`config.mk`:
```
export PLATFORM = sky130hd
export DESIGN_NAME = spc_serial_port
export DESIGN_NICKNAME = d
export VERILOG_FILES = /design/src/core/spc_pkg.sv /design/src/core/spc_sync.sv /design/src/core/spc_tick_div.sv /design/src/core/spc_serial_port.sv
export SDC_FILE = /design/constraint.sdc
export NUM_CORES = 1
export LEC_CHECK = 0
export BUFFER_PORTS_ARGS = -buffer_cell sky130_fd_sc_hd__buf_2
export CORE_ASPECT_RATIO = 1.2
export CORE_UTILIZATION = 40
export CTS_CLUSTER_DIAMETER = 60
export DETAILED_ROUTE_END_ITERATION = 10
export PLACE_DENSITY_LB_ADDON = 0.08
export SKIP_LAST_GASP = 1
export SLEW_MARGIN = 10
export SYNTH_ARGS = -nofsm -noshare
export SYNTH_HDL_FRONTEND = slang
export SYNTH_SLANG_ARGS = --single-unit
```
`constraint.sdc`:
```
create_clock -name clk -period 4.79 [get_ports clk]
set_clock_uncertainty 0.05 [all_clocks]
set_input_delay 1.1975 -clock clk [delete_from_list [all_inputs] [get_ports clk]]
set_output_delay 1.1975 -clock clk [all_outputs]
set_load 0.01 [all_outputs]
```
`src/core/spc_pkg.sv`:
```
// serial port control package: addresses, field positions, reset values, timing
// assumes the oscillator drives clk and a neighbour supplies the variable baud ticks
// Behaviour
// nine-bit modes receive nine data bits then stop; ninth bit goes to rx_ninth_bit.
// nine-bit modes with multiproc_enable raise rx_done_flag only if ninth bit is 1.
// eight-bit mode with multiproc_enable raises rx_done_flag only on valid stop bit.
// shift-register mode ignores multiproc_enable; software should keep it cleared.
// multiprocessor master sends addresses with ninth bit 1, data with ninth bit 0.
// mode bits 00 shift/12, 01 uart8 variable, 10 uart9 /32 or /64, 11 uart9 variable.
// reception is allowed only while the software-written receiver enable is set.
// nine-bit modes transmit tx_ninth_bit as ninth data bit; software sets it freely.
// eight-bit mode without multiproc_enable stores stop bit in rx_ninth_bit.
// tx_done_flag set after eighth shift bit, or at stop start; software clears.
// rx_done_flag set after eighth shift bit, or mid stop bit, filtered; software clears.
// writing serial_buffer loads transmitter and starts; reading returns separate receive register.
// async frame is start 0, eight data lsb first, optional ninth, stop 1.
// shift mode receives when rx_done_flag clear and enabled; async on start bit.
// shift mode moves data on rxd, clock on txd, eight bits lsb first, osc/12.
// one received byte is buffered; an unread byte is overwritten by the next.
package spc_pkg;

	// register addresses on the special function register port
	localparam logic [7:0] SPC_CTRL_ADDR = 8'h98;
	localparam logic [7:0] SPC_BUF_ADDR  = 8'h99;
	localparam logic [7:0] SPC_CTRL_RST  = 8'h00;
	localparam logic [7:0] SPC_BUF_RST   = 8'h00;

	// serial_control field positions
	localparam int MODE_HI_POS  = 7;
	localparam int MODE_LO_POS  = 6;
	localparam int MP_EN_POS    = 5;
	localparam int RX_EN_POS    = 4;
	localparam int TX9_POS      = 3;
	localparam int RX9_POS      = 2;
	localparam int TX_DONE_POS  = 1;
	localparam int RX_DONE_POS  = 0;

	typedef enum logic [1:0] {
		SPC_MODE_SHIFT = 2'h0,
		SPC_MODE_UART8 = 2'h1,
		SPC_MODE_UART9 = 2'h2,
		SPC_MODE_UART9V = 2'h3
	} spc_mode_type;

	// timing, in oscillator cycles and oversample ticks
	localparam int SHIFT_BAUD_DIV = 12;
	localparam int M2_DIV_SLOW    = 64;
	localparam int M2_DIV_FAST    = 32;
	localparam int OVERSAMPLE     = 16;
	localparam logic [3:0] SHIFT_HALF   = 4'(SHIFT_BAUD_DIV / 2);
	localparam logic [3:0] M2_TICK_SLOW = 4'(M2_DIV_SLOW / OVERSAMPLE);
	localparam logic [3:0] M2_TICK_FAST = 4'(M2_DIV_FAST / OVERSAMPLE);
	localparam logic [3:0] OS_LAST      = 4'(OVERSAMPLE - 1);
	localparam logic [3:0] OS_MID       = 4'(OVERSAMPLE / 2 - 1);
	localparam logic [3:0] LAST_BIT8    = 4'h7;
	localparam logic [3:0] LAST_BIT9    = 4'h8;
	localparam logic [2:0] SHIFT_LAST   = 3'h7;

	typedef enum logic [3:0] {
		TX_IDLE  = 4'h1,
		TX_START = 4'h2,
		TX_DATA  = 4'h4,
		TX_STOP  = 4'h8
	} spc_tx_state_type;

	typedef enum logic [3:0] {
		RX_IDLE  = 4'h1,
		RX_START = 4'h2,
		RX_DATA  = 4'h4,
		RX_STOP  = 4'h8
	} spc_rx_state_type;

	typedef enum logic [2:0] {
		SH_IDLE = 3'h1,
		SH_LOW  = 3'h2,
		SH_HIGH = 3'h4
	} spc_sh_state_type;

endpackage

```
`src/core/spc_sync.sv`:
```
// two-flop synchroniser for a pin input
// assumes the pin is asynchronous to clk
`timescale 1ns/1ps
`default_nettype none
module spc_sync #(
	parameter logic RST_VAL = 1'b1
) (
	// clock and reset
	input  wire logic clk,
	input  wire logic rst_n,
	// pin and synchronised level
	input  wire logic d,
	output logic      q
);
	logic meta_q;

	always_ff @(posedge clk or negedge rst_n) begin
		if (!rst_n) begin
			meta_q <= RST_VAL;
			q      <= RST_VAL;
		end else begin
			meta_q <= d;
			q      <= meta_q;
		end
	end
endmodule // spc_sync
`default_nettype wire

```
`src/core/spc_tick_div.sv`:
```
// free-running divider giving a one-cycle tick every limit cycles
// assumes limit is at least one and clear restarts the count
`timescale 1ns/1ps
`default_nettype none
module spc_tick_div #(
	parameter int W = 4
) (
	// clock and reset
	input  wire logic         clk,
	input  wire logic         rst_n,
	// control
	input  wire logic         clear,
	input  wire logic [W-1:0] limit,
	// tick out
	output logic              tick
);
	logic [W-1:0] cnt_q;
	logic [W-1:0] cnt_d;

	assign tick = (cnt_q == W'(limit - 1'b1)) && !clear;

	always_comb begin
		cnt_d = W'(cnt_q + 1'b1);
		if (clear || tick) begin
			cnt_d = '0;
		end
	end

	always_ff @(posedge clk or negedge rst_n) begin
		if (!rst_n) begin
			cnt_q <= '0;
		end else begin
			cnt_q <= cnt_d;
		end
	end
endmodule // spc_tick_div
`default_nettype wire

```
`src/core/spc_serial_port.sv`:
```
// serial port with control/status and buffer registers, four modes, multiprocessor filter
// assumes clk is the oscillator and baud_tick16 is a 16x baud pulse on clk
`timescale 1ns/1ps
`default_nettype none
module spc_serial_port
	import spc_pkg::*;
(
	// clock and reset
	input  wire logic       clk,
	input  wire logic       rst_n,
	// special function register port
	input  wire logic [7:0] sfr_addr,
	input  wire logic       sfr_wr,
	input  wire logic       sfr_rd,
	input  wire logic [7:0] sfr_wdata,
	output logic      [7:0] sfr_rdata,
	// baud source for the variable modes and the mode-2 rate doubler
	input  wire logic       baud_tick16,
	input  wire logic       double_rate,
	// serial pins
	input  wire logic       rxd_i,
	output logic            rxd_o,
	output logic            rxd_oe,
	output logic            txd_o
);
	logic [7:0]       ctrl_q, ctrl_d;
	logic [7:0]       rx_buf_q, rx_buf_d;
	logic [7:0]       rdata_q, rdata_d;
	logic             rxd_s;
	spc_mode_type     mode;
	logic             is_shift, nine;
	logic             multiproc_enable, rx_enable, tx_ninth_bit, rx_done_flag;
	logic             wr_ctrl, wr_buf, rd_ctrl, rd_buf;
	logic             m2_tick, async_tick, half_tick;
	logic             ti_set, rx_accept;
	logic [7:0]       rx_byte;
	logic             rx_ninth_val;

	spc_tx_state_type tx_state_q, tx_state_d;
	logic [3:0]       tx_sub_q, tx_sub_d, tx_bits_q, tx_bits_d;
	logic [8:0]       tx_shift_q, tx_shift_d;
	logic             tx_line, tx_async_done;

	spc_rx_state_type rx_state_q, rx_state_d;
	logic [3:0]       rx_sub_q, rx_sub_d, rx_bits_q, rx_bits_d;
	logic [8:0]       rx_shift_q, rx_shift_d;
	logic             rxd_prev_q;
	logic             rx_async_end, rx_async_ok;

	spc_sh_state_type sh_state_q, sh_state_d;
	logic             sh_tx_q, sh_tx_d;
	logic [2:0]       sh_cnt_q, sh_cnt_d;
	logic [7:0]       sh_data_q, sh_data_d;
	logic             sh_tx_done, sh_rx_done;
	logic             txd_q, txd_d, rxd_o_q, rxd_o_d, rxd_oe_q, rxd_oe_d;

	spc_sync #(
		.RST_VAL(1'b1)
	) u_rxd_sync (
		.clk  (clk),
		.rst_n(rst_n),
		.d    (rxd_i),
		.q    (rxd_s)
	);

	// mode 2 has a fixed rate from the oscillator, modes 1 and 3 use the neighbour's tick
	spc_tick_div #(
		.W(4)
	) u_m2_div (
		.clk  (clk),
		.rst_n(rst_n),
		.clear(1'b0),
		.limit(double_rate ? M2_TICK_FAST : M2_TICK_SLOW),
		.tick (m2_tick)
	);

	// half-bit ticks of the shift clock, restarted with each shift frame
	spc_tick_div #(
		.W(4)
	) u_shift_div (
		.clk  (clk),
		.rst_n(rst_n),
		.clear(sh_state_q == SH_IDLE),
		.limit(SHIFT_HALF),
		.tick (half_tick)
	);

	assign mode             = spc_mode_type'({ctrl_q[MODE_HI_POS], ctrl_q[MODE_LO_POS]});
	assign is_shift         = (mode == SPC_MODE_SHIFT);
	assign nine             = ctrl_q[MODE_HI_POS];
	assign multiproc_enable = ctrl_q[MP_EN_POS];
	assign rx_enable        = ctrl_q[RX_EN_POS];
	assign tx_ninth_bit     = ctrl_q[TX9_POS];
	assign rx_done_flag     = ctrl_q[RX_DONE_POS];
	assign async_tick       = (mode == SPC_MODE_UART9) ? m2_tick : baud_tick16;

	assign wr_ctrl = sfr_wr && (sfr_addr == SPC_CTRL_ADDR);
	assign wr_buf  = sfr_wr && (sfr_addr == SPC_BUF_ADDR);
	assign rd_ctrl = sfr_rd && (sfr_addr == SPC_CTRL_ADDR);
	assign rd_buf  = sfr_rd && (sfr_addr == SPC_BUF_ADDR);

	// async completion: eight-bit mode checks the stop bit, nine-bit the ninth bit
	assign rx_async_ok = !multiproc_enable || (nine ? rx_shift_q[8] : rxd_s);
	assign rx_accept   = (rx_async_end && rx_async_ok) || sh_rx_done;
	assign rx_byte     = is_shift ? sh_data_q : (nine ? rx_shift_q[7:0] : rx_shift_q[8:1]);
	assign rx_ninth_val = nine ? rx_shift_q[8] : rxd_s;
	assign ti_set      = tx_async_done || sh_tx_done;

	// registers: hardware sets win over a software write in the same cycle
	always_comb begin
		ctrl_d   = ctrl_q;
		rx_buf_d = rx_buf_q;
		rdata_d  = rdata_q;
		if (wr_ctrl) begin
			ctrl_d = sfr_wdata;
		end
		if (rx_accept) begin
			rx_buf_d = rx_byte;
			if (!is_shift) begin
				ctrl_d[RX9_POS] = rx_ninth_val;
			end
			ctrl_d[RX_DONE_POS] = 1'b1;
		end
		if (ti_set) begin
			ctrl_d[TX_DONE_POS] = 1'b1;
		end
		if (rd_ctrl) begin
			rdata_d = ctrl_q;
		end else if (rd_buf) begin
			rdata_d = rx_buf_q;
		end else if (sfr_rd) begin
			rdata_d = 8'h00;
		end
	end

	always_ff @(posedge clk or negedge rst_n) begin
		if (!rst_n) begin
			ctrl_q   <= SPC_CTRL_RST;
			rx_buf_q <= SPC_BUF_RST;
			rdata_q  <= 8'h00;
		end else begin
			ctrl_q   <= ctrl_d;
			rx_buf_q <= rx_buf_d;
			rdata_q  <= rdata_d;
		end
	end

	// async transmitter; a write while busy restarts the frame
	always_comb begin
		tx_state_d    = tx_state_q;
		tx_sub_d      = tx_sub_q;
		tx_bits_d     = tx_bits_q;
		tx_shift_d    = tx_shift_q;
		tx_async_done = 1'b0;
		if (wr_buf && !is_shift) begin
			tx_state_d = TX_START;
			tx_sub_d   = 4'h0;
			tx_bits_d  = 4'h0;
			tx_shift_d = {tx_ninth_bit, sfr_wdata};
		end else if (async_tick && tx_state_q != TX_IDLE) begin
			tx_sub_d = 4'(tx_sub_q + 1'b1);
			if (tx_sub_q == OS_LAST) begin
				case (tx_state_q)
					TX_START: begin
						tx_state_d = TX_DATA;
					end
					TX_DATA: begin
						tx_shift_d = {1'b1, tx_shift_q[8:1]};
						tx_bits_d  = 4'(tx_bits_q + 1'b1);
						if (tx_bits_q == (nine ? LAST_BIT9 : LAST_BIT8)) begin
							tx_state_d    = TX_STOP;
							tx_async_done = 1'b1;
						end
					end
					default: begin
						tx_state_d = TX_IDLE;
					end
				endcase
			end
		end
		case (tx_state_q)
			TX_START: tx_line = 1'b0;
			TX_DATA:  tx_line = tx_shift_q[0];
			default:  tx_line = 1'b1;
		endcase
	end

	always_ff @(posedge clk or negedge rst_n) begin
		if (!rst_n) begin
			tx_state_q <= TX_IDLE;
			tx_sub_q   <= 4'h0;
			tx_bits_q  <= 4'h0;
			tx_shift_q <= 9'h1ff;
		end else begin
			tx_state_q <= tx_state_d;
			tx_sub_q   <= tx_sub_d;
			tx_bits_q  <= tx_bits_d;
			tx_shift_q <= tx_shift_d;
		end
	end

	// async receiver; clearing the enable aborts a frame in progress
	always_comb begin
		rx_state_d   = rx_state_q;
		rx_sub_d     = rx_sub_q;
		rx_bits_d    = rx_bits_q;
		rx_shift_d   = rx_shift_q;
		rx_async_end = 1'b0;
		if (is_shift || !rx_enable) begin
			rx_state_d = RX_IDLE;
		end else begin
			case (rx_state_q)
				RX_IDLE: begin
					if (rxd_prev_q && !rxd_s) begin
						rx_state_d = RX_START;
						rx_sub_d   = 4'h0;
						rx_bits_d  = 4'h0;
					end
				end
				RX_START: begin
					if (async_tick) begin
						rx_sub_d = 4'(rx_sub_q + 1'b1);
						if (rx_sub_q == OS_MID) begin
							// a glitch shorter than half a bit is not a start bit
							rx_state_d = rxd_s ? RX_IDLE : RX_DATA;
							rx_sub_d   = 4'h0;
						end
					end
				end
				RX_DATA: begin
					if (async_tick) begin
						rx_sub_d = 4'(rx_sub_q + 1'b1);
						if (rx_sub_q == OS_LAST) begin
							rx_shift_d = {rxd_s, rx_shift_q[8:1]};
							rx_bits_d  = 4'(rx_bits_q + 1'b1);
							if (rx_bits_q == (nine ? LAST_BIT9 : LAST_BIT8)) begin
								rx_state_d = RX_STOP;
							end
						end
					end
				end
				RX_STOP: begin
					if (async_tick) begin
						rx_sub_d = 4'(rx_sub_q + 1'b1);
						if (rx_sub_q == OS_LAST) begin
							rx_state_d   = RX_IDLE;
							rx_async_end = 1'b1;
						end
					end
				end
				default: begin
					rx_state_d = RX_IDLE;
				end
			endcase
		end
	end

	always_ff @(posedge clk or negedge rst_n) begin
		if (!rst_n) begin
			rx_state_q <= RX_IDLE;
			rx_sub_q   <= 4'h0;
			rx_bits_q  <= 4'h0;
			rx_shift_q <= 9'h000;
			rxd_prev_q <= 1'b1;
		end else begin
			rx_state_q <= rx_state_d;
			rx_sub_q   <= rx_sub_d;
			rx_bits_q  <= rx_bits_d;
			rx_shift_q <= rx_shift_d;
			rxd_prev_q <= rxd_s;
		end
	end

	// shift-register mode: half-duplex, clock low then high for each bit
	always_comb begin
		sh_state_d = sh_state_q;
		sh_tx_d    = sh_tx_q;
		sh_cnt_d   = sh_cnt_q;
		sh_data_d  = sh_data_q;
		sh_tx_done = 1'b0;
		sh_rx_done = 1'b0;
		case (sh_state_q)
			SH_IDLE: begin
				if (is_shift && wr_buf) begin
					sh_state_d = SH_LOW;
					sh_tx_d    = 1'b1;
					sh_cnt_d   = 3'h0;
					sh_data_d  = sfr_wdata;
				end else if (is_shift && rx_enable && !rx_done_flag) begin
					sh_state_d = SH_LOW;
					sh_tx_d    = 1'b0;
					sh_cnt_d   = 3'h0;
				end
			end
			SH_LOW: begin
				if (half_tick) begin
					sh_state_d = SH_HIGH;
					if (!sh_tx_q) begin
						sh_data_d = {rxd_s, sh_data_q[7:1]};
					end
				end
			end
			SH_HIGH: begin
				if (half_tick) begin
					sh_cnt_d = 3'(sh_cnt_q + 1'b1);
					if (sh_tx_q) begin
						sh_data_d = {1'b1, sh_data_q[7:1]};
					end
					if (sh_cnt_q == SHIFT_LAST) begin
						sh_state_d = SH_IDLE;
						sh_tx_done = sh_tx_q;
						sh_rx_done = !sh_tx_q;
					end else begin
						sh_state_d = SH_LOW;
					end
				end
			end
			default: begin
				sh_state_d = SH_IDLE;
			end
		endcase
		// pins follow the state one cycle later, both together
		txd_d    = is_shift ? (sh_state_q != SH_LOW) : tx_line;
		rxd_oe_d = sh_tx_q && (sh_state_q != SH_IDLE);
		rxd_o_d  = sh_data_q[0];
	end

	always_ff @(posedge clk or negedge rst_n) begin
		if (!rst_n) begin
			sh_state_q <= SH_IDLE;
			sh_tx_q    <= 1'b0;
			sh_cnt_q   <= 3'h0;
			sh_data_q  <= 8'h00;
			txd_q      <= 1'b1;
			rxd_o_q    <= 1'b1;
			rxd_oe_q   <= 1'b0;
		end else begin
			sh_state_q <= sh_state_d;
			sh_tx_q    <= sh_tx_d;
			sh_cnt_q   <= sh_cnt_d;
			sh_data_q  <= sh_data_d;
			txd_q      <= txd_d;
			rxd_o_q    <= rxd_o_d;
			rxd_oe_q   <= rxd_oe_d;
		end
	end

	assign sfr_rdata = rdata_q;
	assign txd_o     = txd_q;
	assign rxd_o     = rxd_o_q;
	assign rxd_oe    = rxd_oe_q;

endmodule // spc_serial_port
`default_nettype wire

```
After elaboration in Yosys (flattened, before gate mapping)
Index checks and enable logic that the tools add are counted.

cells by class
  equal/unequal tests = 43
  add/sub/neg operators = 8
  bitwise gates (word level) = 1
  muxes and demuxes = 85
  reduce and logical (&&, ||, !) cells = 48

operators by type and width
  kind                   count
  $mux W4                28
  $mux W8                10
  $mux W9                4
  $mux W3                10
  $ne A3 B3 Y1 const B   10
  $add A4 B1 Y4 const B  6
  $mux W1                24
  $pmux W8 S3            1
  $eq A4 B3 Y1 const B   4
  $eq A8 B8 Y1 const B   2
  $pmux W4 S2            2
  $pmux W4 S4            1
  $reduce_bool A2 Y1     8
  $ne A2 B2 Y1 const B   7
  $logic_and A1 B1 Y1    13
  $eq A4 B4 Y1           3
  $eq A4 B4 Y1 const B   3
  $pmux W4 S3            1
  $reduce_and A3 Y1      4
  $reduce_and A5 Y1      2
  $pmux W3 S3            1
  $reduce_bool A3 Y1     3
  $eq A4 B2 Y1 const B   2
  $reduce_and A8 Y1      1
  22 further kinds       35

word-level totals
  logic and storage cells = 211
  output and inout bits = 11
  input port bits = 23
  register bits after elaboration = 95

Logic depth before layout (Yosys ltp)
Gate-level depths: netlist of the first run.

  depth in word-level cells = 10
  gate-level depth with buffers = 9
  mapped depth without buffers = 7

Modules after synthesis
Synthesis of the first run repeated with hierarchy kept, for this count alone.

unflattened totals
  cell total of the unflattened synthesis = 473
  area total of the unflattened synthesis = 5027.3 um^2

modules (own cells, without submodules)
  module           cells each  area each (um^2)  seq. area each (um^2)  instances
  spc_serial_port  423         4419.2            2145.8                 1
  spc_tick_div     24          277.8             100.1                  2
  spc_sync         2           52.6              52.6                   1

Least setup slack after synthesis of the first run
OpenSTA, ideal clock, no wires.

  kind = input -> register
  start = input double_rate
  end = register rx_state_q[3]
  cell stages on the path = 6
  arrival = 2.623 ns
  buffers on the path = 0
  required time = 4.661 ns
  slack = 2.037 ns
  library setup time = 0.079 ns
  path through = xor2_2 -> nand4_4 -> and2_4 -> o41a_1 -> a311oi_2 -> mux2i_1

on the way
  word-level cells in the longest chain between the ends = 6
  elaborated cells between the ends (all ways) = 8
  classes of those cells = add/sub: 1; eq/ne: 4; mux: 2; reduce/logical: 1

RTL lines
  element                                 RTL line                RTL
  from (decl)                             spc_serial_port.sv:19   input wire logic double_rate,
  $mux W3 (*)                             spc_serial_port.sv:73   .limit(double_rate ? M2_TICK_FAST : M2_TICK_SLOW),
  $sub A3 B1 Y4 (*)                       spc_tick_div.sv:20      assign tick = (cnt_q == W'(limit - 1'b1)) && !clear;
  $eq A4 B4 Y1 (*)                        spc_tick_div.sv:20
  $mux W1 (*)                             spc_serial_port.sv:95   assign async_tick = (mode == SPC_MODE_UART9) ? m2_tick : baud_tick16;
  $ne A3 B3 Y1 (no source line)           --
  $reduce_and A8 Y1 (no source line) (*)  --
  to (signal assigned)                    spc_serial_port.sv:266  rx_state_q <= rx_state_d;
  to (decl)                               spc_serial_port.sv:44   spc_rx_state_type rx_state_q, rx_state_d;

Mark *: on every way between the ends. The rest lies on a longest branch, timed or not.
A chain may end at the register's enable or synchronous reset.

Final worst setup path of the first run
  start = input double_rate
  end = register tx_bits_q[3]

on the way
  word-level cells in the longest chain between the ends = 7

RTL lines
  element                              RTL line                RTL
  $mux W3                              spc_serial_port.sv:73
  $sub A3 B1 Y4                        spc_tick_div.sv:20
  $eq A4 B4 Y1                         spc_tick_div.sv:20
  $mux W1                              spc_serial_port.sv:95
  $logic_and A1 B1 Y1                  spc_serial_port.sv:160  end else if (async_tick && tx_state_q != TX_IDLE) begin
  $reduce_bool A2 Y1 (no source line)  --
  $reduce_and A3 Y1 (no source line)   --
  to (signal assigned)                 spc_serial_port.sv:197  tx_bits_q <= tx_bits_d;
  to (decl)                            spc_serial_port.sv:40   logic [3:0] tx_sub_q, tx_sub_d, tx_bits_q, tx_bits_d;

No other way between the ends.

==> implementation parameters, run 1 <==
Parameter                              Value

Final layout
  Layout overhead on the synthesized area    12.2%
  Filler cell count    1144
  Final Instance Area    5400 sq um
  Count of nets after finishing    549
  Share of cells above drive strength 1    0.182
  Area of combinational cells with multiple inputs    2260 sq um
  Area taken by flip-flops and latches    2400 sq um
  Antenna diodes    0

STA
  RSZ-0062 raised after global routing    no
  Finish-stage setup viols    0
  Count of endpoints failing hold in the final timing report    0
  Final sum of negative setup slack    0 ps
  Tightest hold margin    306 ps
  Final critical-path required period    2990 ps
  Share of the clock period used by the worst path after layout    0.624
  Slew at the pin with the worst max-slew slack    1040 ps
  Relative slew slack    0.305
  Achievable clock frequency    0.335 GHz
  Final number of max-transition violations    0

Die
  Placeable Area    11600 sq um
  Placement Rows    43
  Floorplan die height    122 um
  Width of the die    102 um
  Initial standard-cell utilization of the core    0.414
  I/O pins    34
  Die Footprint    12500 sq um

Yosys
  Cell types occupying the most area after synthesis    sky130_fd_sc_hd__dfrtp_1 41%, sky130_fd_sc_hd__dfstp_2 9.3%, sky130_fd_sc_hd__mux2i_1 5.8%
  Share of synthesized area spent on multiplexers    0.0886
  Proportion of synthesized flip-flops having asynchronous set or reset    1.00
  Cell area after synthesis    4810 sq um
  Synth Register Bits    95
  Combinational family with the most area after synthesis    simple AND/OR/NAND/NOR gates
  Number of flops mapped to enable cells by yosys    0
  Most used flip-flop cell after synthesis    sky130_fd_sc_hd__dfrtp_1
  Warnings, synthesis    0
  Post-synthesis average cell area    9.84 sq um
  Basic-gate share of the synthesized area counting and, or, nand and nor cells    0.193
  Xor/xnor cell area share of the yosys netlist    0.0216
  Number of unique standard cell types used by synthesis    60
  Synth Area in Compound Gates    0.143
  Syn nets    521
  Part of the Yosys area used for sequential elements    0.498
  Arithmetic-cell share of the synthesized area counting full adders, half adders and majority gates    0.0234
  Area fraction of the dominant cell type after synthesis    0.406
  Cell type with the highest aggregate area in the netlist    sky130_fd_sc_hd__dfrtp_1
  Number of standard cells after synthesis    489

Min path
  Tightest Hold Check Type    flip-flop to flip-flop

GRT
  Number of antenna violations at the first check in global routing    0
  Total track usage    0.183
  Via count of the first global-routing pass    3438
  Congestion Overflow GR    0
  Largest net degree at the start of global routing    35
  Wire length of the first global-routing pass    17500 um

Clock tree
  Clock-pin slew reported for the worst setup and hold paths after clock tree synthesis    70 ps
  Post CTS Setup Buffer Count    0
  Number of buffers created by CTS    9
  Maximum count of clock buffers along a single path    2
  Worst skew pair latency    350 ps
  CTS tree    built
  Cts repair resizes    0
  Hold Buf Count CTS    0
  Clk Tree Root Cell    sky130_fd_sc_hd__clkbuf_16
  Total number of H-tree levels    3
  Sink count of the clock tree    95

Routing
  Wirelength per Cell    15.4 um
  Remaining DRCs    0
  Routed wire length    10500 um
  Overall via count from detail_route    3566
  First-pass detailed-route iteration total    4
  Count of nets left with antenna violations after detail routing    0
  Number of DRC markers after the initial detailed-route iteration    85
  Post-DR vias/cell    5.25

Setup path
  Critical path endpoint category    flip-flop
  Critical Setup Path Class    primary input to flip-flop
  Maximum net fanout on the critical path    13
  Crit path required time    4970 ps
  Arrival time at the worst endpoint    3170 ps
  Type of element launching the critical path    primary input

Place
  Number of buffer cells added on primary ports    33
  Placement-stage cell area    5120 sq um
  HPWL Detailed    7580 um
  Final weighted congestion of routability-driven global placement    0.801

Power
  PD cells    384 nW/um^2
  Worst VDD drop    0.203 mV
  Reported leakage power    0.00233 uW

Outcome
  Run status    finished, final reports clean

Job
  Max cap viols    0
## final timing paths
kind                                              to  depth (start not counted)                   startpoint  slack [ps]
min in group asynchronous  rx_state_q[1]$_DFFE_PN0P_                          1                        rst_n         730
setup reg to reg            tx_bits_q[3]$_DFFE_PN0P_                          6        ctrl_q[6]$_DFFE_PN0N_        1900
hold / removal                u_rxd_sync.q$_DFF_PN1_                          0  u_rxd_sync.meta_q$_DFF_PN1_         310
hold reg to reg               u_rxd_sync.q$_DFF_PN1_                          0  u_rxd_sync.meta_q$_DFF_PN1_         310
max in group asynchronous            rxd_o$_DFF_PN1_                          2                        rst_n        3140
setup / recovery            tx_bits_q[3]$_DFFE_PN0P_                          7                  double_rate        1800
## metrics by stage
step / std cells / total power (uW) / util / worst slack [ps]
detailed placement: 663 / 1400 / 0.440 / 1440
global placement: 663 / 1390 / 0.440 / 1500
CTS: 679 / 2100 / 0.465 / 1810
global route: 679 / 2200 / 0.465 / 1650
finish: 679 / 2070 / 0.465 / 1800
floorplan: 489 / 1290 / - / 2040
## registers in the layout, indices dropped and copies added, names as in the netlist, 3 cells and up
register,count
sh_state_q,3
sh_cnt_q,3
tx_bits_q,4
tx_shift_q,9
ctrl_q,8
u_shift_div.cnt_q,4
tx_state_q,4
u_m2_div.cnt_q,4
sfr_rdata,8
sh_data_q,8
rx_shift_q,9
tx_sub_q,4
rx_bits_q,4
rx_sub_q,4
rx_state_q,4
rx_buf_q,8
## cell usage after synthesis (all sizes together), types with 2 or more instances
| cell type | n |
|---|---|
| dfrtp | 78 |
| nor2 | 62 |
| nand2 | 54 |
| a21oi | 28 |
| mux2i | 28 |
| o21ai | 23 |
| inv | 18 |
| dfstp | 17 |
| nand3 | 16 |
| a31oi | 13 |
| mux2 | 13 |
| buf | 11 |
| o22ai | 11 |
| nor3 | 10 |
| ha | 9 |
| clkbuf | 8 |
| nand2b | 8 |
| nand4 | 8 |
| nor2b | 6 |
| xnor2 | 6 |
| o21a | 5 |
| o31ai | 5 |
| xor2 | 5 |
| a21o | 4 |
| and2 | 4 |
| and3 | 3 |
| and3b | 3 |
| or3 | 3 |
| a211oi | 2 |
| a21boi | 2 |
| and4bb | 2 |
| nor4 | 2 |
| nor4b | 2 |
| o211ai | 2 |
| o2bb2ai | 2 |
| o32a | 2 |
| o41ai | 2 |
| or4b | 2 |
## layer usage
layer	global-route usage	share of wire	vias to the layer above
li1	-	-	1794
met1	0.257	0.50	1711
met2	0.286	0.46	50
met3	0.0224	0.022	11
met4	0.0696	0.015	0
met5	0	0	-
## cell families after synthesis
family | count (synthesis)
xor gates and xnor gates | 11
muxes | 41
AOI/OAI and AO/OA | 108
DFF | 95
and+or+nand+nor | 188
adders and majority gates | 9
buffers and inverters | 37
## layout make-up
type / instances / share of cell area
Clock inverter: 6 / 0.00811
Clock buffer: 10 / 0.0443
Tap cell: 157 / 0.0364
Sequential cell: 95 / 0.444
Multi-Input combinational cell: 357 / 0.419
Inverter: 18 / 0.0125
Timing Repair Buffer: 36 / 0.0352
## layout by cell type (no fill, tap or decap), types with 7 or more instances in the layout
cell,synthesis,layout
sky130_fd_sc_hd__a21oi_1,28,28
sky130_fd_sc_hd__a31oi_1,13,13
sky130_fd_sc_hd__buf_2,7,32
sky130_fd_sc_hd__clkbuf_16,0,9
sky130_fd_sc_hd__dfrtp_1,78,78
sky130_fd_sc_hd__dfstp_2,17,17
sky130_fd_sc_hd__ha_1,9,9
sky130_fd_sc_hd__inv_1,18,18
sky130_fd_sc_hd__mux2_2,13,13
sky130_fd_sc_hd__mux2i_1,28,28
sky130_fd_sc_hd__nand2_1,54,54
sky130_fd_sc_hd__nand2b_1,7,7
sky130_fd_sc_hd__nand3_1,16,16
sky130_fd_sc_hd__nand4_1,7,7
sky130_fd_sc_hd__nor2_1,62,62
sky130_fd_sc_hd__nor3_1,10,10
sky130_fd_sc_hd__o21ai_0,22,22
sky130_fd_sc_hd__o22ai_1,11,11
## critical path: stages
cell                      delay, ps
sky130_fd_sc_hd__buf_2          120
sky130_fd_sc_hd__xor2_2         260
sky130_fd_sc_hd__nand4_4        190
sky130_fd_sc_hd__a32oi_2        440
sky130_fd_sc_hd__nand3_1        470
sky130_fd_sc_hd__o21a_1         310
sky130_fd_sc_hd__o21a_1         170
## power breakdown
part	switching, uW	total [uW]	leakage (uW)	internal (uW)
registers	90.7	998	0.00120	908
logic	225	386	0.000990	161
clock network	319	687	0.000139	368
total	634	2070	0.00233	1440
Note: power is estimated with default switching activity, not from simulation.
==> inputs of run 2 (changes only) <==
clock period = 3.1 ns   (was 4.79 ns; I/O delays follow)
==> implementation parameters, run 2 (synthesis gave the netlist of run 1 again) <==
Parameter                              Value

Clock tree
  Hold Buf Count CTS    0
  CTS tree    built
  Number of buffers created by CTS    9
  Worst skew pair latency    350 ps
  Sink count of the clock tree    95
  Clk Tree Root Cell    sky130_fd_sc_hd__clkbuf_16
  Clock-pin slew reported for the worst setup and hold paths after clock tree synthesis    70 ps
  Total number of H-tree levels    3
  Cts repair resizes    0
  Maximum count of clock buffers along a single path    2
  Post CTS Setup Buffer Count    0

Final layout
  Share of cells above drive strength 1    0.192
  Share of the core filled with cells    0.474
  Leading registers by flop count    rx_shift_q: 9 flops, tx_shift_q: 9 flops
  Layout overhead on the synthesized area    14.5%
  Most common cell after layout, fill and taps aside    sky130_fd_sc_hd__dfrtp_1
  Leading cell types in the layout, fill and taps excluded    78 x sky130_fd_sc_hd__dfrtp_1, 62 x sky130_fd_sc_hd__nor2_1, 54 x sky130_fd_sc_hd__nand2_1
  Final Instance Area    5510 sq um
  Filler cell count    1116
  Count of nets after finishing    557

GRT
  Congestion Overflow GR    0
  Via count of the first global-routing pass    3504
  Global routing met3 resource utilization    0.0379
  Wire length of the first global-routing pass    17700 um
  Largest net degree at the start of global routing    51
  Grt met2 use    0.292
  Number of antenna violations at the first check in global routing    1
  GR met1 Demand/Resource    0.255
  Layer with the highest usage    met2
  Total track usage    0.185

Setup path
  Worst path cell trace    buf_2, xor2_2, nand4_4, a32oi_2, and3_1, nand2_1, a31oi_1
  Combined buffer and inverter count along the critical path    1
  Critical-path top delay cell    sky130_fd_sc_hd__and3_1
  Maximum net fanout on the critical path    10
  Arrival time at the worst endpoint    2570 ps
  Delay of the slowest critical-path stage    490 ps
  Top Family by Delay on Critical Path    simple AND/OR/NAND/NOR gates
  Type of element launching the critical path    primary input
  Critical path endpoint category    flip-flop
  Crit path required time    3320 ps
  Critical Setup Path Class    primary input to flip-flop

Power
  Tot Pwr    3350 uW
  PD cells    608 nW/um^2
  Reported leakage power    0.00238 uW
  Worst VDD drop    0.367 mV

Routing
  Post-DR vias/cell    5.29
  First-pass detailed-route iteration total    4
  Overall via count from detail_route    3637
  Number of DRC markers after the initial detailed-route iteration    161
  Wirelength per Cell    15.3 um
  Count of nets left with antenna violations after detail routing    0
  Routed wire length    10500 um
  Remaining DRCs    0

STA
  Tightest hold margin    305 ps
  Final critical-path required period    2350 ps
  Relative slew slack    0.552
  Count of endpoints failing hold in the final timing report    0
  Achievable clock frequency    0.425 GHz
  Final sum of negative setup slack    0 ps
  Finish-stage setup viols    0
  Final number of max-transition violations    0
  RSZ-0062 raised after global routing    no
  Share of the clock period used by the worst path after layout    0.758
  Slew at the pin with the worst max-slew slack    671 ps

Die
  Floorplan die height    122 um
  Width of the die    102 um
  Initial standard-cell utilization of the core    0.414
  Die Footprint    12500 sq um
  Placeable Area    11600 sq um
  Placement Rows    43
  I/O pins    34

Place
  Placement-stage cell area    5190 sq um
  Final weighted congestion of routability-driven global placement    0.807
  HPWL Detailed    7680 um
  Number of buffer cells added on primary ports    33

Min path
  Tightest Hold Check Type    flip-flop to flip-flop

Job
  Max cap viols    0

Outcome
  Run status    finished, final reports clean
run 2: per-layer routing:
layer	vias up	wire, um	share of wire
li1	1815	-	-
met1	1765	5090	0.48
met2	51	5000	0.48
met3	6	299	0.028
met4	0	110	0.010
met5	-	0	0
run 2: worst paths after layout:
kind                                                   from                           to  slack [ps]  cells after the start
worst min-delay path            u_rxd_sync.meta_q$_DFF_PN1_       u_rxd_sync.q$_DFF_PN1_         300                      0
max in group asynchronous                             rst_n    tx_shift_q[8]$_DFFE_PN1P_        1800                      2
worst max register to register        ctrl_q[6]$_DFFE_PN0N_    tx_shift_q[5]$_DFFE_PN1P_         830                      6
min in group asynchronous                             rst_n  u_m2_div.cnt_q[0]$_DFF_PN0_         420                      1
worst min register to register  u_rxd_sync.meta_q$_DFF_PN1_       u_rxd_sync.q$_DFF_PN1_         300                      0
worst max-delay path                            double_rate    tx_shift_q[5]$_DFFE_PN1P_         750                      7
run 2: through the flow:
stage | std cells | setup WS, ps
after floorplan | 489 | 770
after global placement | 671 | 463
after detailed placement | 671 | 385
after CTS | 687 | 749
after global routing | 687 | 589
final | 688 | 749
run 2: final cells by class:
class                           instances  area [sq um]  area share
Sequential cell                        95          2400       0.435
Timing Repair Buffer                   44           263      0.0477
Clock inverter                          6          90.1      0.0163
Multi-Input combinational cell        357          2260       0.411
Tap cell                              157           196      0.0356
Clock buffer                           10           229      0.0416
Antenna cell                            1          2.50    0.000454
Inverter                               18          67.6      0.0123
run 2: power by group:
part	total [uW]	internal, uW	switching (uW)
combinational	609	256	354
clock	1200	712	489
sequential	1540	1400	140
run 2: worst reg2reg max path, delay by kind of cell (launching register included):
family	cells	cell delay [ps]
AOI/OAI and AO/OA	2	660
DFF	1	380
and+or+nand+nor	4	1110
==> inputs of run 3 (changes only) <==
clock period = 2.3 ns   (was 3.1 ns; I/O delays follow)
==> implementation parameters, run 3 (synthesis gave the netlist of run 1 again) <==
Parameter                              Value

Die
  Width of the die    102 um
  Initial standard-cell utilization of the core    0.414
  Die Footprint    12500 sq um
  Placement Rows    43
  Floorplan die height    122 um
  Placeable Area    11600 sq um
  I/O pins    34

Routing
  Count of nets left with antenna violations after detail routing    0
  Number of DRC markers after the initial detailed-route iteration    141
  Routed wire length    10900 um
  Remaining DRCs    0
  First-pass detailed-route iteration total    4
  Wirelength per Cell    15.6 um
  Post-DR vias/cell    5.34
  Overall via count from detail_route    3741

GRT
  Largest net degree at the start of global routing    96
  Number of antenna violations at the first check in global routing    1
  Wire length of the first global-routing pass    18000 um
  Total track usage    0.189
  Congestion Overflow GR    0
  Via count of the first global-routing pass    3615

Final layout
  Most common cell after layout, fill and taps aside    sky130_fd_sc_hd__dfrtp_1
  Area taken by flip-flops and latches    2400 sq um
  Area of combinational cells with multiple inputs    2260 sq um
  Share of cells above drive strength 1    0.213
  Filler cell count    1141
  Leading registers by flop count    rx_shift_q: 9 flops, tx_shift_q: 9 flops
  Layout overhead on the synthesized area    16.4%
  Final non-filler cell total    701
  Antenna diodes    0
  Leading cell types in the layout, fill and taps excluded    78 x sky130_fd_sc_hd__dfrtp_1, 62 x sky130_fd_sc_hd__nor2_1, 54 x sky130_fd_sc_hd__nand2_1
  Count of nets after finishing    571
  Share of the core filled with cells    0.482

STA
  Tightest hold margin    219 ps
  Final number of max-transition violations    0
  Slew at the pin with the worst max-slew slack    527 ps
  RSZ-0062 raised after global routing    no
  Achievable clock frequency    0.461 GHz
  Finish-stage setup viols    0
  Final sum of negative setup slack    0 ps
  Share of the clock period used by the worst path after layout    0.944
  Count of endpoints failing hold in the final timing report    0
  Final critical-path required period    2170 ps
  Relative slew slack    0.649

Place
  HPWL Detailed    7720 um
  Post-placement cell count    685
  Number of buffer cells added on primary ports    33
  Final weighted congestion of routability-driven global placement    0.877

Power
  PD cells    797 nW/um^2
  Reported leakage power    0.00244 uW
  Worst VDD drop    0.315 mV

Setup path
  Critical path endpoint category    flip-flop
  Critical Setup Path Class    flip-flop to flip-flop
  Maximum net fanout on the critical path    6
  Crit path required time    2510 ps
  Type of element launching the critical path    flip-flop
  Reg2reg setup slack    130 ps
  Arrival time at the worst endpoint    2380 ps

Clock tree
  Cts repair resizes    0
  Hold Buf Count CTS    0
  Sink count of the clock tree    95
  Total number of H-tree levels    3
  Worst skew pair latency    350 ps
  Clk Tree Root Cell    sky130_fd_sc_hd__clkbuf_16
  Post CTS Setup Buffer Count    0
  CTS tree    built
  Number of buffers created by CTS    9
  Clock-pin slew reported for the worst setup and hold paths after clock tree synthesis    70 ps
  Maximum count of clock buffers along a single path    2

Outcome
  Run status    finished, final reports clean

Min path
  Tightest Hold Check Type    primary input to async pin

Job
  Max cap viols    0
[run 3: area by class of cell]
| type | instances | area share |
|---|---|---|
| clock buffer | 10 | 0.0409 |
| clock inverter | 6 | 0.0123 |
| inverter | 18 | 0.0121 |
| multi-input combinational | 357 | 0.404 |
| sequential | 95 | 0.428 |
| tap | 157 | 0.0351 |
| timing repair buffer | 58 | 0.0679 |
[run 3: layer usage]
layer | wire length (um) | up-vias | global-route usage
met5 | 0 | - | 0
met4 | 197 | 0 | 0.0813
met3 | 302 | 16 | 0.0247
met2 | 5130 | 64 | 0.294
met1 | 5310 | 1822 | 0.262
li1 | - | 1839 | -
[run 3: worst max-delay path, stage by stage (launching register included)]
cell,delay [ps]
sky130_fd_sc_hd__dfrtp_1,370
sky130_fd_sc_hd__nor2b_1,180
sky130_fd_sc_hd__nand2b_1,270
sky130_fd_sc_hd__and2_4,220
sky130_fd_sc_hd__o41a_1,400
sky130_fd_sc_hd__a311oi_2,310
sky130_fd_sc_hd__mux2i_1,260
[run 3: where the power goes]
group / leakage (uW) / internal, uW / switching (uW) / total [uW]
sequential: 0.00120 / 1890 / 191 / 2080
clock: 0.000143 / 849 / 662 / 1510
combinational: 0.00110 / 388 / 485 / 873
total: 0.00244 / 3130 / 1340 / 4460
[run 3: path summary, 6_finish.rpt]
check,startpoint,endpoint,cells after the start
setup / recovery,ctrl_q[7]$_DFFE_PN0N_,rx_state_q[3]$_DFFE_PN0P_,6
hold / removal,rst_n,rx_bits_q[1]$_DFFE_PN0P_,2
setup reg to reg,ctrl_q[7]$_DFFE_PN0N_,rx_state_q[3]$_DFFE_PN0P_,6
hold reg to reg,u_rxd_sync.meta_q$_DFF_PN1_,u_rxd_sync.q$_DFF_PN1_,0
max in group asynchronous,rst_n,sh_state_q[0]$_DFFE_PN1P_,2
min in group clk,rxd_i,u_rxd_sync.meta_q$_DFF_PN1_,1
[run 3: metrics by stage]
step | instance area [sq um] | total power [uW] | worst slack, ps
after floorplan | 4810 | 2680 | 170
after global routing | 5600 | 4730 | 44.2
after detailed placement | 5310 | 2990 | -59.4
final | 5600 | 4460 | 130
after CTS | 5600 | 4520 | 87.3
after global placement | 5310 | 2970 | 4.18
